===== config.mk =====
export PLATFORM = sky130hd
export DESIGN_NAME = css_top
export DESIGN_NICKNAME = d
export VERILOG_FILES = /design/src/include/css_pkg.sv /design/src/rtl/css_eclk.sv /design/src/rtl/css_g2_decode.sv /design/src/rtl/css_top.sv
export SDC_FILE = /design/constraint.sdc
export NUM_CORES = 1
export LEC_CHECK = 0
export BUFFER_PORTS_ARGS = -buffer_cell sky130_fd_sc_hd__buf_2
export CAP_MARGIN = 10
export CORE_UTILIZATION = 56
export DETAILED_ROUTE_END_ITERATION = 8
export PLACE_DENSITY_LB_ADDON = 0.15
export SKIP_LAST_GASP = 1
export SLEW_MARGIN = 20
export SYNTH_ARGS = -nofsm -noshare
export SYNTH_HDL_FRONTEND = slang
export SYNTH_HIERARCHICAL = 1
export SYNTH_SLANG_ARGS = --single-unit

===== constraint.sdc =====
create_clock -name i_core_clk -period 4.4 [get_ports i_core_clk]
set_input_delay 0.66 -clock i_core_clk [delete_from_list [all_inputs] [get_ports i_core_clk]]
set_output_delay 0.66 -clock i_core_clk [all_outputs]
set_load 0.005 [all_outputs]

===== src/include/css_pkg.sv =====
// Purpose: shared constants for the chip-select combine and E-clock stretch block
// Assumes: 250 MHz core clock, AXI4-Lite register access, one register per aligned word
// Notes:   printed offsets are register indices; byte address is four times the index
package css_pkg;

  // ****************************************************************
  // timing
  // ****************************************************************
  localparam int unsigned CLK_PERIOD_NS = 4;
  localparam int unsigned E_HALF_NS     = 8;
  // floor: a longest half period must not grow
  localparam int unsigned E_HALF_CYCLES = (E_HALF_NS / CLK_PERIOD_NS < 1) ? 1 :
                                          E_HALF_NS / CLK_PERIOD_NS;

  // ****************************************************************
  // register indices and byte addresses
  // ****************************************************************
  localparam logic [11:0] IDX_STRETCH   = 12'h05A;
  localparam logic [11:0] IDX_G1_CTRL   = 12'h05D;
  localparam logic [11:0] IDX_G2_ADDR   = 12'h05E;
  localparam logic [11:0] IDX_G2_CTRL   = 12'h05F;
  localparam logic [11:0] IDX_MISC_CFG  = 12'h060;
  localparam logic [11:0] IDX_STATUS    = 12'h061;
  localparam logic [11:0] ADDR_STRETCH  = IDX_STRETCH  << 2;
  localparam logic [11:0] ADDR_G1_CTRL  = IDX_G1_CTRL  << 2;
  localparam logic [11:0] ADDR_G2_ADDR  = IDX_G2_ADDR  << 2;
  localparam logic [11:0] ADDR_G2_CTRL  = IDX_G2_CTRL  << 2;
  localparam logic [11:0] ADDR_MISC_CFG = IDX_MISC_CFG << 2;
  localparam logic [11:0] ADDR_STATUS   = IDX_STATUS   << 2;

  // ****************************************************************
  // reset values
  // ****************************************************************
  localparam logic [7:0] RST_STRETCH  = 8'h00;
  localparam logic [7:0] RST_G1_CTRL  = 8'h00;
  localparam logic [7:0] RST_G2_ADDR  = 8'h00;
  localparam logic [7:0] RST_G2_CTRL  = 8'h00;
  localparam logic [1:0] RST_MISC_CFG = 2'h0;

  // ****************************************************************
  // field positions
  // ****************************************************************
  localparam int unsigned STR_IO_LSB   = 6;
  localparam int unsigned STR_G1_LSB   = 4;
  localparam int unsigned STR_G2_LSB   = 2;
  localparam int unsigned STR_PROG_LSB = 0;
  localparam int unsigned G1_DG2_BIT   = 7;
  localparam int unsigned GX_DPC_BIT   = 6;
  localparam int unsigned GX_POL_BIT   = 5;
  localparam int unsigned GX_AV_BIT    = 4;
  localparam int unsigned MISC_BASIS_BIT = 0;
  localparam int unsigned MISC_PRIO_BIT  = 1;

  // ****************************************************************
  // size codes and bus answers
  // ****************************************************************
  localparam logic [3:0] SZ_OFF  = 4'h0;
  localparam logic [3:0] SZ_WIN1 = 4'hA;
  localparam logic [3:0] SZ_WIN2 = 4'hB;
  localparam logic [1:0] RESP_OKAY   = 2'h0;
  localparam logic [1:0] RESP_SLVERR = 2'h2;

endpackage : css_pkg


===== src/rtl/css_eclk.sv =====
// Purpose: E clock generator whose high phase can be stretched by whole bus cycles
// Assumes: stretch count is stable from cycle start until E rises
// Notes:   the core clock is never gated; only the E waveform changes
`timescale 1ns/1ps
`default_nettype none
module css_eclk #(
  parameter int unsigned HALF = css_pkg::E_HALF_CYCLES
) (
  input  wire logic       i_core_clk,
  input  wire logic       i_reset_n,
  input  wire logic [1:0] i_stretch,
  output logic            o_e_high,
  output logic            o_cycle_start
);

  typedef enum logic {CSS_E_LOW, CSS_E_HIGH} css_e_state_t;

  // high phase is HALF plus one full bus cycle per stretch count
  function automatic logic [15:0] css_high_len(input logic [1:0] n);
    return 16'(HALF + 2 * HALF * n - 1);
  endfunction : css_high_len

  css_e_state_t state;
  logic [15:0]  cnt;
  logic [15:0]  limit;

  always_ff @(posedge i_core_clk) begin
    if (!i_reset_n) begin
      state         <= CSS_E_LOW;
      cnt           <= 16'h0000;
      limit         <= 16'h0000;
      o_e_high      <= 1'b0;
      o_cycle_start <= 1'b0;
    end else begin
      o_cycle_start <= 1'b0;
      unique case (state)
        CSS_E_LOW: begin
          if (cnt == 16'(HALF - 1)) begin
            state    <= CSS_E_HIGH;
            cnt      <= 16'h0000;
            limit    <= css_high_len(i_stretch);
            o_e_high <= 1'b1;
          end else begin
            cnt <= cnt + 16'h0001;
          end
        end
        CSS_E_HIGH: begin
          // stretching holds only E; timers on the core clock keep running
          if (cnt == limit) begin
            state         <= CSS_E_LOW;
            cnt           <= 16'h0000;
            o_e_high      <= 1'b0;
            o_cycle_start <= 1'b1;
          end else begin
            cnt <= cnt + 16'h0001;
          end
        end
      endcase
    end
  end

endmodule : css_eclk
`default_nettype wire


===== src/rtl/css_g2_decode.sv =====
// Purpose: range match for general select 2 from size code, basis and start address
// Assumes: window hits come from the expansion window logic outside
// Notes:   purely combinational; the caller samples the result at bus cycle start
`timescale 1ns/1ps
`default_nettype none
module css_g2_decode (
  input  wire logic [3:0]  i_size_code,
  input  wire logic        i_expansion_basis,
  input  wire logic [7:0]  i_start_addr,
  input  wire logic [15:0] i_cpu_addr,
  input  wire logic [18:0] i_exp_addr,
  input  wire logic        i_window1_hit,
  input  wire logic        i_window2_hit,
  output logic             o_hit
);

  // mask over address bits 18:11, bit 0 of the mask standing for address bit 11
  function automatic logic [7:0] css_cmp_mask(input logic [3:0] code, input logic basis);
    logic [7:0] m;
    m = 8'h00;
    if (basis) begin
      if (code >= 4'h1 && code <= 4'h8) begin
        m = 8'hFF << (code - 4'h1);
      end
    end else begin
      unique case (code)
        4'h1, 4'h2: m = 8'h1F;
        4'h3:       m = 8'h1C;
        4'h4:       m = 8'h18;
        4'h5:       m = 8'h10;
        default:    m = 8'h00;
      endcase
    end
    return m;
  endfunction : css_cmp_mask

  wire logic [7:0] cmp_addr;
  wire logic [7:0] cmp_mask;
  wire logic       range_hit;

  assign cmp_addr  = i_expansion_basis ? i_exp_addr[18:11] :
                     {3'h0, i_cpu_addr[15:11]};
  assign cmp_mask  = css_cmp_mask(i_size_code, i_expansion_basis);
  assign range_hit = ((cmp_addr ^ i_start_addr) & cmp_mask) == 8'h00;

  // codes above the window codes fall back to the widest range
  assign o_hit = (i_size_code == css_pkg::SZ_OFF)  ? 1'b0 :
                 (i_size_code == css_pkg::SZ_WIN1) ? i_window1_hit :
                 (i_size_code == css_pkg::SZ_WIN2) ? i_window2_hit :
                 range_hit;

endmodule : css_g2_decode
`default_nettype wire


===== src/rtl/css_top.sv =====
// Purpose: chip-select combining, select 2 decode and per-select E stretch with AXI4-Lite regs
// Assumes: program, general 1, I/O and window range hits are decoded elsewhere
// Notes:   bus cycle request and addresses are sampled at the start of each E low phase
`timescale 1ns/1ps
`default_nettype none
// Function
// - select 2 size code: 0 off, 1-9 sizes 2K-512K, A/B windows, C-F 512K.
// - CPU basis compares start bits 15 down to the size boundary (bits 15 to 11 for code 2 as for code 1), none from 64K.
// - expansion basis compares start bits 18 down to the boundary, none at 512K.
// - all eight combine settings are legal; program-general priority still applies first.
// - select1-onto-select2 alone drives both general areas on the select 2 pin.
// - select1-onto-program drives program or area 1 on program pin, pin 1 off.
// - select2-onto-program drives program or area 2 on program pin, pin 2 off.
// - settings 1,0,1 give program-or-area-2 on program pin, pin 1 own area.
// - select pins and E clock are timed to the E clock.
// - in-range access stretches E high by the select's count, never otherwise.
// - stretching never disturbs the core clock or anything it runs.
// - one 8-bit stretch register, two bits per select, cleared by reset.
// - each stretch field is a binary count of extra bus cycles, zero to three.
// - select 2 uses CPU address when basis bit is 0, expansion address when 1.
// - select 2 pin is active low with polarity 0, active high with 1.
// - priority bit 1 favours general selects over program select, 0 the reverse.
module css_top #(
  parameter int unsigned ADDR_W = 12,
  parameter int unsigned E_HALF = css_pkg::E_HALF_CYCLES
) (
  input  wire logic              i_core_clk,
  input  wire logic              i_reset_n,
  // bus cycle request and addresses
  input  wire logic              i_access,
  input  wire logic [15:0]       i_cpu_addr,
  input  wire logic [18:0]       i_exp_addr,
  input  wire logic              i_program_hit,
  input  wire logic              i_general1_hit,
  input  wire logic              i_io_hit,
  input  wire logic              i_window1_hit,
  input  wire logic              i_window2_hit,
  // expansion bus pins
  output logic                   o_e_clk,
  output logic                   o_program_select_pin,
  output logic                   o_general_select1_pin,
  output logic                   o_general_select2_pin,
  output logic                   o_io_select_pin,
  // AXI4-Lite slave
  input  wire logic [ADDR_W-1:0] i_awaddr,
  input  wire logic              i_awvalid,
  output logic                   o_awready,
  input  wire logic [31:0]       i_wdata,
  input  wire logic [3:0]        i_wstrb,
  input  wire logic              i_wvalid,
  output logic                   o_wready,
  output logic [1:0]             o_bresp,
  output logic                   o_bvalid,
  input  wire logic              i_bready,
  input  wire logic [ADDR_W-1:0] i_araddr,
  input  wire logic              i_arvalid,
  output logic                   o_arready,
  output logic [31:0]            o_rdata,
  output logic [1:0]             o_rresp,
  output logic                   o_rvalid,
  input  wire logic              i_rready
);

  // ****************************************************************
  // register decode
  // ****************************************************************
  function automatic logic css_is(input logic [ADDR_W-1:0] a, input logic [11:0] reg_addr);
    return a == ADDR_W'(reg_addr);
  endfunction : css_is

  function automatic logic css_mapped(input logic [ADDR_W-1:0] a);
    return css_is(a, css_pkg::ADDR_STRETCH) | css_is(a, css_pkg::ADDR_G1_CTRL) |
           css_is(a, css_pkg::ADDR_G2_ADDR) | css_is(a, css_pkg::ADDR_G2_CTRL) |
           css_is(a, css_pkg::ADDR_MISC_CFG) | css_is(a, css_pkg::ADDR_STATUS);
  endfunction : css_mapped

  logic [7:0]        chip_select_stretch_config;
  logic [7:0]        general_select1_control;
  logic [7:0]        general_select2_control;
  logic [7:0]        select2_start_addr;
  logic [1:0]        misc_config;

  // ****************************************************************
  // write channel
  // ****************************************************************
  logic              aw_held;
  logic              w_held;
  logic [ADDR_W-1:0] awaddr_q;
  logic [31:0]       wdata_q;
  logic              wlane0_q;

  wire logic aw_take      = i_awvalid & o_awready;
  wire logic w_take       = i_wvalid & o_wready;
  wire logic do_write     = aw_held & w_held;
  wire logic next_aw_held = ~do_write & (aw_held | aw_take);
  wire logic next_w_held  = ~do_write & (w_held | w_take);
  wire logic next_bvalid  = do_write | (o_bvalid & ~i_bready);
  wire logic wr_ok        = do_write & wlane0_q & css_mapped(awaddr_q);
  wire logic wr_stretch   = wr_ok & css_is(awaddr_q, css_pkg::ADDR_STRETCH);
  wire logic wr_g1        = wr_ok & css_is(awaddr_q, css_pkg::ADDR_G1_CTRL);
  wire logic wr_g2addr    = wr_ok & css_is(awaddr_q, css_pkg::ADDR_G2_ADDR);
  wire logic wr_g2        = wr_ok & css_is(awaddr_q, css_pkg::ADDR_G2_CTRL);
  wire logic wr_misc      = wr_ok & css_is(awaddr_q, css_pkg::ADDR_MISC_CFG);

  always_ff @(posedge i_core_clk) begin
    if (!i_reset_n) begin
      aw_held   <= 1'b0;
      w_held    <= 1'b0;
      awaddr_q  <= '0;
      wdata_q   <= 32'h0000_0000;
      wlane0_q  <= 1'b0;
      o_awready <= 1'b0;
      o_wready  <= 1'b0;
      o_bvalid  <= 1'b0;
      o_bresp   <= css_pkg::RESP_OKAY;
    end else begin
      aw_held   <= next_aw_held;
      w_held    <= next_w_held;
      o_awready <= ~next_aw_held & ~next_bvalid;
      o_wready  <= ~next_w_held & ~next_bvalid;
      o_bvalid  <= next_bvalid;
      if (aw_take) begin
        awaddr_q <= i_awaddr;
      end
      if (w_take) begin
        wdata_q  <= i_wdata;
        wlane0_q <= i_wstrb[0];
      end
      if (do_write) begin
        o_bresp <= css_mapped(awaddr_q) ? css_pkg::RESP_OKAY : css_pkg::RESP_SLVERR;
      end
    end
  end

  always_ff @(posedge i_core_clk) begin
    if (!i_reset_n) begin
      chip_select_stretch_config <= css_pkg::RST_STRETCH;
      general_select1_control    <= css_pkg::RST_G1_CTRL;
      general_select2_control    <= css_pkg::RST_G2_CTRL;
      select2_start_addr         <= css_pkg::RST_G2_ADDR;
      misc_config                <= css_pkg::RST_MISC_CFG;
    end else begin
      if (wr_stretch) chip_select_stretch_config <= wdata_q[7:0];
      if (wr_g1)      general_select1_control    <= wdata_q[7:0];
      if (wr_g2addr)  select2_start_addr         <= wdata_q[7:0];
      // bit 7 of the select 2 control has no function and reads zero
      if (wr_g2)      general_select2_control    <= {1'b0, wdata_q[6:0]};
      if (wr_misc)    misc_config                <= wdata_q[1:0];
    end
  end

  // ****************************************************************
  // read channel
  // ****************************************************************
  logic [7:0] status;

  wire logic ar_take     = i_arvalid & o_arready;
  wire logic next_rvalid = ar_take | (o_rvalid & ~i_rready);
  wire logic [7:0] rd_byte =
    css_is(i_araddr, css_pkg::ADDR_STRETCH)  ? chip_select_stretch_config :
    css_is(i_araddr, css_pkg::ADDR_G1_CTRL)  ? general_select1_control :
    css_is(i_araddr, css_pkg::ADDR_G2_ADDR)  ? select2_start_addr :
    css_is(i_araddr, css_pkg::ADDR_G2_CTRL)  ? general_select2_control :
    css_is(i_araddr, css_pkg::ADDR_MISC_CFG) ? {6'h00, misc_config} :
    css_is(i_araddr, css_pkg::ADDR_STATUS)   ? status : 8'h00;

  always_ff @(posedge i_core_clk) begin
    if (!i_reset_n) begin
      o_arready <= 1'b0;
      o_rvalid  <= 1'b0;
      o_rdata   <= 32'h0000_0000;
      o_rresp   <= css_pkg::RESP_OKAY;
    end else begin
      o_arready <= ~next_rvalid;
      o_rvalid  <= next_rvalid;
      if (ar_take) begin
        o_rdata <= {24'h00_0000, rd_byte};
        o_rresp <= css_mapped(i_araddr) ? css_pkg::RESP_OKAY : css_pkg::RESP_SLVERR;
      end
    end
  end

  // ****************************************************************
  // bus cycle capture
  // ****************************************************************
  wire logic       g1_onto_g2  = general_select1_control[css_pkg::G1_DG2_BIT];
  wire logic       g1_onto_pc  = general_select1_control[css_pkg::GX_DPC_BIT];
  wire logic       g1_pol      = general_select1_control[css_pkg::GX_POL_BIT];
  wire logic       g1_av       = general_select1_control[css_pkg::GX_AV_BIT];
  wire logic       g2_onto_pc  = general_select2_control[css_pkg::GX_DPC_BIT];
  wire logic       g2_pol      = general_select2_control[css_pkg::GX_POL_BIT];
  wire logic       g2_av       = general_select2_control[css_pkg::GX_AV_BIT];
  wire logic       gen_pri     = misc_config[css_pkg::MISC_PRIO_BIT];
  wire logic       e_high;
  wire logic       cycle_start;
  wire logic       g2_hit;

  css_g2_decode u_g2_decode (
    .i_size_code       (general_select2_control[3:0]),
    .i_expansion_basis (misc_config[css_pkg::MISC_BASIS_BIT]),
    .i_start_addr      (select2_start_addr),
    .i_cpu_addr        (i_cpu_addr),
    .i_exp_addr        (i_exp_addr),
    .i_window1_hit     (i_window1_hit),
    .i_window2_hit     (i_window2_hit),
    .o_hit             (g2_hit)
  );

  logic acc_q;
  logic prog_q;
  logic g1_q;
  logic g2_q;
  logic io_q;

  // a request is seen only at the start of an E low phase, so it lines up with E
  always_ff @(posedge i_core_clk) begin
    if (!i_reset_n) begin
      acc_q  <= 1'b0;
      prog_q <= 1'b0;
      g1_q   <= 1'b0;
      g2_q   <= 1'b0;
      io_q   <= 1'b0;
    end else if (cycle_start) begin
      acc_q  <= i_access;
      prog_q <= i_access & i_program_hit;
      g1_q   <= i_access & i_general1_hit;
      g2_q   <= i_access & g2_hit;
      io_q   <= i_access & i_io_hit;
    end
  end

  // ****************************************************************
  // priority and combining
  // ****************************************************************
  wire logic prog_win = prog_q & ~(gen_pri & (g1_q | g2_q));
  wire logic g1_win   = g1_q & ~(~gen_pri & prog_q);
  wire logic g2_win   = g2_q & ~(~gen_pri & prog_q);
  wire logic comb_prog = prog_win | (g1_onto_pc & g1_win) | (g2_onto_pc & g2_win);
  wire logic comb_g2   = ~g2_onto_pc & (g2_win | (g1_onto_g2 & ~g1_onto_pc & g1_win));
  wire logic comb_g1   = g1_win & ~g1_onto_pc & ~(g1_onto_g2 & ~g2_onto_pc);

  // polarity and timing are applied to the pin, after the OR
  wire logic act_g1   = comb_g1 & (g1_av | e_high);
  wire logic act_g2   = comb_g2 & (g2_av | e_high);
  wire logic act_io   = io_q & e_high;
  wire logic next_pin_g1 = g1_pol ? act_g1 : ~act_g1;
  wire logic next_pin_g2 = g2_pol ? act_g2 : ~act_g2;

  // stretch follows the select whose range won, before any pin combining
  wire logic [1:0] sel_stretch =
    io_q     ? chip_select_stretch_config[css_pkg::STR_IO_LSB +: 2] :
    g1_win   ? chip_select_stretch_config[css_pkg::STR_G1_LSB +: 2] :
    g2_win   ? chip_select_stretch_config[css_pkg::STR_G2_LSB +: 2] :
    prog_win ? chip_select_stretch_config[css_pkg::STR_PROG_LSB +: 2] : 2'h0;

  css_eclk #(
    .HALF (E_HALF)
  ) u_eclk (
    .i_core_clk    (i_core_clk),
    .i_reset_n     (i_reset_n),
    .i_stretch     (sel_stretch),
    .o_e_high      (e_high),
    .o_cycle_start (cycle_start)
  );

  // ****************************************************************
  // pin registers
  // ****************************************************************
  // pins trail E by one core clock; the far side samples on E edges, far slower
  always_ff @(posedge i_core_clk) begin
    if (!i_reset_n) begin
      o_e_clk               <= 1'b0;
      o_program_select_pin  <= 1'b1;
      o_general_select1_pin <= 1'b1;
      o_general_select2_pin <= 1'b1;
      o_io_select_pin       <= 1'b1;
    end else begin
      o_e_clk               <= e_high;
      o_program_select_pin  <= ~comb_prog;
      o_general_select1_pin <= next_pin_g1;
      o_general_select2_pin <= next_pin_g2;
      o_io_select_pin       <= ~act_io;
    end
  end

  assign status = {2'h0, ~o_io_select_pin, ~o_program_select_pin,
                   o_general_select2_pin, o_general_select1_pin, acc_q, e_high};

endmodule : css_top
`default_nettype wire


==> flow_summary.yaml, run 1 <==
synth:
  synth_top_area_share_pct: 38.9
  ys_ff_latch: 103
  synth_enable_flop_cells: 0
  syn_inst: 605
  ys_top_cells_by_area: "dfxtp_1, nand2_1, mux2i_1"
  async_flop_share_pct: 0
  syn-mean-instance-area_sq_um: 8.75
  ys_warn_count: 6
  yosysSeqAreaShare_pct: 38.9
  synth_area_sq_um: 5300
  yosysTopAreaCell: "dfxtp_1"
  ys_types: 65
  synth_flop_cell: "dfxtp_1"
power:
  ir_worst_vdd_mv: 0.185
  power_w: 0.00190
  p_seq_share_pct: 54.4
  power_density_nw_per_um2: 328
  netSwitchingFraction_pct: 27.7
  p_leak_nw: 2.15
  p_int_w: 0.00137
  p_comb_share_pct: 14.3
  p_switching_w: 0.000527
  clkPwrFrac_pct: 31.3
grt:
  gr-max-usage-layer: "met2"
  gr-usage-met3_pct: 5.20
  grt_max_degree: 71
  grt_pass1_vias: 4052
  met1_usage_pct: 34.6
  gr-total-overflow: 0
  antenna_found_initial: 0
  grt_pass1_wl_mm: 19.3
  met2_usage_pct: 37.7
  grt_usage_pct: 24.7
final_layout:
  fin_util_pct: 62.9
  antenna_cells: 0
  nFillCells: 811
  nNetsFinal: 783
  drive_gt1_share_pct: 17.9
  fin_cells: 783
  syn_to_final_growth_pct: 9.21
worst_setup_path:
  cp_max_fo: 8
  worstPathArrival_ns: 2.55
  worstPathRequired_ns: 4.70
  reg2regPathDepth: 8
  critPathKind: "register to register"
  start_kind: "register"
  cp-end-kind: "register"
clock_network:
  insertion_delay_ns: 0.36
  cts_htree_levels: 3
  cts_buffers: 9
  cts_tree: "built"
  cts_sinks: 103
  holdBufCountCts: 0
  ctsLongestPathBuffers: 2
  clk_pin_slew_ns: 0.09
  cts_resized: 0
  cts_post_setup_buffers_inserted: 0
  clockRootBuffer: "clkbuf_8"
placed_design:
  hpwl_mm: 8.72
  gp_congestion: 0.904
  place_ws_ns: 2.07
  dp.cells: 768
  portBuffers: 78
floorplanning:
  fp-row-count: 35
  io_pins: 154
  initial_utilization_pct: 57.6
  die_h_um: 99.3
  chipWidth_um: 99.3
  core_sq_um: 9200
  die-area_sq_um: 9850
sta:
  tns_ns: 0
  drv_slew: 0
  tightest_slew_ns: 0.760
  skew_ns: 0.00897
  slew_headroom_pct: 48.6
  grt_setup_unrepaired: "false"
  timing.final.hold_violations: 0
  period_needed_ns: 2.25
  setup_violations: 0
  fin_ws_ns: 2.15
  fin_crit_sh_pct: 51.1
  fmax_mhz: 444
detailed_routing:
  vias_per_cell: 5.61
  avgRoutedWirePerCell_um: 15.0
  drt_iter0_markers: 242
  postRouteAntennaNets: 0
  first_pass_iters: 4
  dr_total_vias: 4394
  routed_wl_mm: 11.7
  remaining_drc_errors: 0
min_path:
  hold_path_depth: 2
  hold_class: "register to register"
flow_run:
  drv_cap: 0
status:
  outcome: "finished clean"
-- final cells by class --
class                   instances  area (sq um)  area share (%)
clock inverters                 4          53.8           0.930
clock buffers                  11           141            2.44
repair buffers                 79           398            6.88
well taps                     111           139            2.40
flip-flops and latches        103          2060            35.6
multi-input cells             461          2940            50.8
inverters                      14          52.6           0.909
-- final timing paths --
check / from / end / slack (ns)
worst min-delay path: wdata_q[7] / wdata_q[7] / 0.47
worst min register to register: wdata_q[7] / wdata_q[7] / 0.47
worst max-delay path: general_select2_control[1] / g2_q / 2.15
worst max register to register: general_select2_control[1] / g2_q / 2.15
-- cells in the mapped netlist, drive strengths merged, types with 3 or more instances --
master  number
mux2i       32
nand3b       3
nor2b       11
and3         6
buf         37
nor4        12
nand2      101
a221oi       7
nand4        7
dfxtp      103
o21ai       28
a22oi        3
nor4b        4
mux2         3
a21oi       14
nor3        15
or4b         3
o211ai       3
inv         14
ha           7
a21boi      29
xor2         9
clkbuf      15
xnor2       22
nand3       20
nand2b      15
and2         7
nor2        34
o22ai        7
-- registers in the layout, summed over array words and instances, names as in the netlist, 2 cells and up --
register                    count
select2_start_addr              8
general_select1_control         8
awaddr_q                       12
u_eclk/cnt                     16
chip_select_stretch_config      8
misc_config                     2
u_eclk/limit                    3
o_rdata                         8
wdata_q                         8
general_select2_control         7
-- layout by cell type (no fill, tap or decap), drive strengths merged, types with 3 or more instances in the layout --
master and n:
a21boi 29, a21oi 14, a221oi 7, a22oi 3, and2 7, and3 6
buf 79, clkbuf 11, conb 26, dfxtp 103, ha 7, inv 15
mux2 3, mux2i 32, nand2 101, nand2b 15, nand3 20, nand3b 3
nand4 7, nor2 34, nor2b 11, nor3 15, nor4 12, nor4b 4
o211ai 3, o21ai 28, o22ai 7, or4b 3, xnor2 22, xor2 9
-- critical path, cell delays in order, from the launching register on --
cell	delay (ns)
dfxtp_1	0.45
inv_1	0.12
ha_1	0.30
o31a_1	0.33
a2111oi_1	0.35
o311a_1	0.20
o31a_1	0.19
nand3_1	0.09
a21boi_0	0.16
-- power groups by stage --
stage               registers [W]  logic, W  clock network (W)
finish                    0.00103  0.000271           0.000595
global route              0.00104  0.000306           0.000641
CTS                       0.00103  0.000272           0.000606
detailed placement        0.00105  0.000271                  0
global placement          0.00105  0.000260                  0
floorplan                 0.00104  0.000234                  0
-- per-stage QoR --
step,area (sq um),hold WS (ns)
after floorplan,5390,0.394
after global placement,5590,0.430
after detailed placement,5590,0.445
after CTS,5780,0.472
after global routing,5780,0.493
final,5780,0.471
-- routing by layer --
| metal | up-vias | wire (um) |
|---|---|---|
| met1 | 2024 | 5620 |
| met4 | 0 | 255 |
| met5 | - | 0 |
| met3 | 20 | 682 |
| met2 | 154 | 5170 |
| li1 | 2196 | - |
-- cell families after synthesis --
family / synth area share, %
xor+xnor: 5.13
other cells: 0.0708
simple gates: 25.3
buf+inv: 7.37
compound gates: 14.9
mux: 6.69
fa+ha+maj: 1.65
flops: 38.9
Power figures use the tool's default switching activity.
==> run 2, diff against run 1 <==
CORE_UTILIZATION = 47   (was 56)
clock period = 1.9 ns   (was 4.4 ns; I/O delays follow)
==> flow_summary.yaml, run 2 (synthesis gave the netlist of run 1 again) <==
status:
  outcome: "finished clean"
sta:
  fin_crit_sh_pct: 99.1
  grt_setup_unrepaired: "true"
  fmax_mhz: 531
  period_needed_ns: 1.88
  timing.final.hold_violations: 0
  setup_violations: 0
  drv_slew: 0
  skew_ns: 0.0107
placed_design:
  hpwl_mm: 9.43
  portBuffers: 78
  gp_congestion: 0.862
  dp.cells: 826
power:
  p_leak_nw: 2.35
  power_density_nw_per_um2: 740
  ir_worst_vdd_mv: 0.465
detailed_routing:
  remaining_drc_errors: 0
  postRouteAntennaNets: 0
  avgRoutedWirePerCell_um: 15.0
  first_pass_iters: 5
  drt_iter0_markers: 360
  vias_per_cell: 5.29
  dr_total_vias: 4472
  routed_wl_mm: 12.7
worst_setup_path:
  cp_max_fo: 4
  start_kind: "register"
  critPathKind: "register to register"
  cp-end-kind: "register"
  worstPathArrival_ns: 2.15
  r2r_slack_ns: 0.02
  worstPathRequired_ns: 2.17
final_layout:
  drive_gt1_share_pct: 23.8
  nFillCells: 1029
  fin_util_pct: 57.5
  syn_to_final_growth_pct: 18.2
  largest-register: "u_eclk/cnt"
  regArea_sq_um: 2070
  largest_reg_flops: 16
  fin_cells: 845
  final_cell_mix: "nand2_1, dfxtp_1, buf_2"
  nNetsFinal: 815
  reg_top3: "u_eclk/cnt x16, awaddr_q x12"
  antenna_cells: 0
  multi_input_area_sq_um: 3030
clock_network:
  ctsLongestPathBuffers: 2
  clockRootBuffer: "clkbuf_8"
  insertion_delay_ns: 0.36
  cts_htree_levels: 3
  cts_tree: "built"
  clk_pin_slew_ns: 0.10
  cts_buffers: 9
  holdBufCountCts: 0
  cts_sinks: 103
grt:
  grt_pass1_vias: 4100
  gr-total-overflow: 0
  grt_pass1_wl_mm: 20.4
  grt_max_degree: 97
  grt_usage_pct: 22.5
  antenna_found_initial: 0
min_path:
  hold_class: "input port to register"
floorplanning:
  die_h_um: 108
  fp-row-count: 38
  initial_utilization_pct: 48.6
  die-area_sq_um: 11700
  core_sq_um: 10900
  chipWidth_um: 108
  io_pins: 154
flow_run:
  drv_cap: 0
-- run 2: cell types whose count changed in the layout (fill, tap and decap cells not counted), sizes merged --
cell	delta
bufinv	+1
clkinv	+2
buf	+32
inv	-1
clkinvlp	-1
-- run 2: stage by stage --
step | setup WS [ns] | TNS [ns] | cell area, sq um | hold WS, ns | total power, W
global route | -0.0560 | -0.0560 | 6260 | 0.150 | 0.00485
CTS | 0.000755 | 0 | 6190 | 0.146 | 0.00461
finish | 0.0167 | 0 | 6260 | 0.156 | 0.00463
detailed placement | -0.136 | -0.268 | 5900 | 0.440 | 0.00310
global placement | -0.111 | -0.201 | 5900 | 0.431 | 0.00308
floorplan | 0.0310 | 0 | 5400 | 0.394 | 0.00294
-- run 2: final timing paths --
kind | start | end | cells after the start
setup / recovery | general_select2_control[0] | g2_q | 9
hold / removal | i_awaddr[8] | awaddr_q[8] | 3
setup reg to reg | general_select2_control[0] | g2_q | 9
hold reg to reg | io_q | o_io_select_pin | 1
-- run 2: critical path, stage by stage (launching register included) --
cell      delay [ns]
dfxtp_4         0.40
inv_4           0.05
ha_1            0.24
xor2_2          0.17
buf_4           0.15
buf_4           0.12
o211a_1         0.21
o31a_1          0.32
nand3_1         0.09
a21boi_1        0.05
-- run 2: where the power goes --
part	total [W]	leakage, nW	internal [W]	switching [W]
clock	0.00151	0.110	0.000779	0.000734
combinational	0.000738	1.41	0.000332	0.000406
sequential	0.00238	0.837	0.00227	0.000113
-- run 2: timing repair --
action | CTS | global route
endpoints found under the setup margin | 1 | 32
gates resized for setup | 17 | 7
buffers inserted | 1 | 2
pin swaps | 7 | 6
-- run 2: final cells by class --
type	instances	area share [%]
inverter	14	0.919
multi-input combinational	461	48.4
tap	140	2.80
clock buffer	11	2.26
timing repair buffer	111	11.3
sequential	103	33.1
clock inverter	5	1.30
-- run 2: metal layers --
layer	track usage (%)	part of all wire, %
met5	0	0
met4	8.90	2.1
met2	34.8	44
met1	31.8	49
met3	2.89	4.6
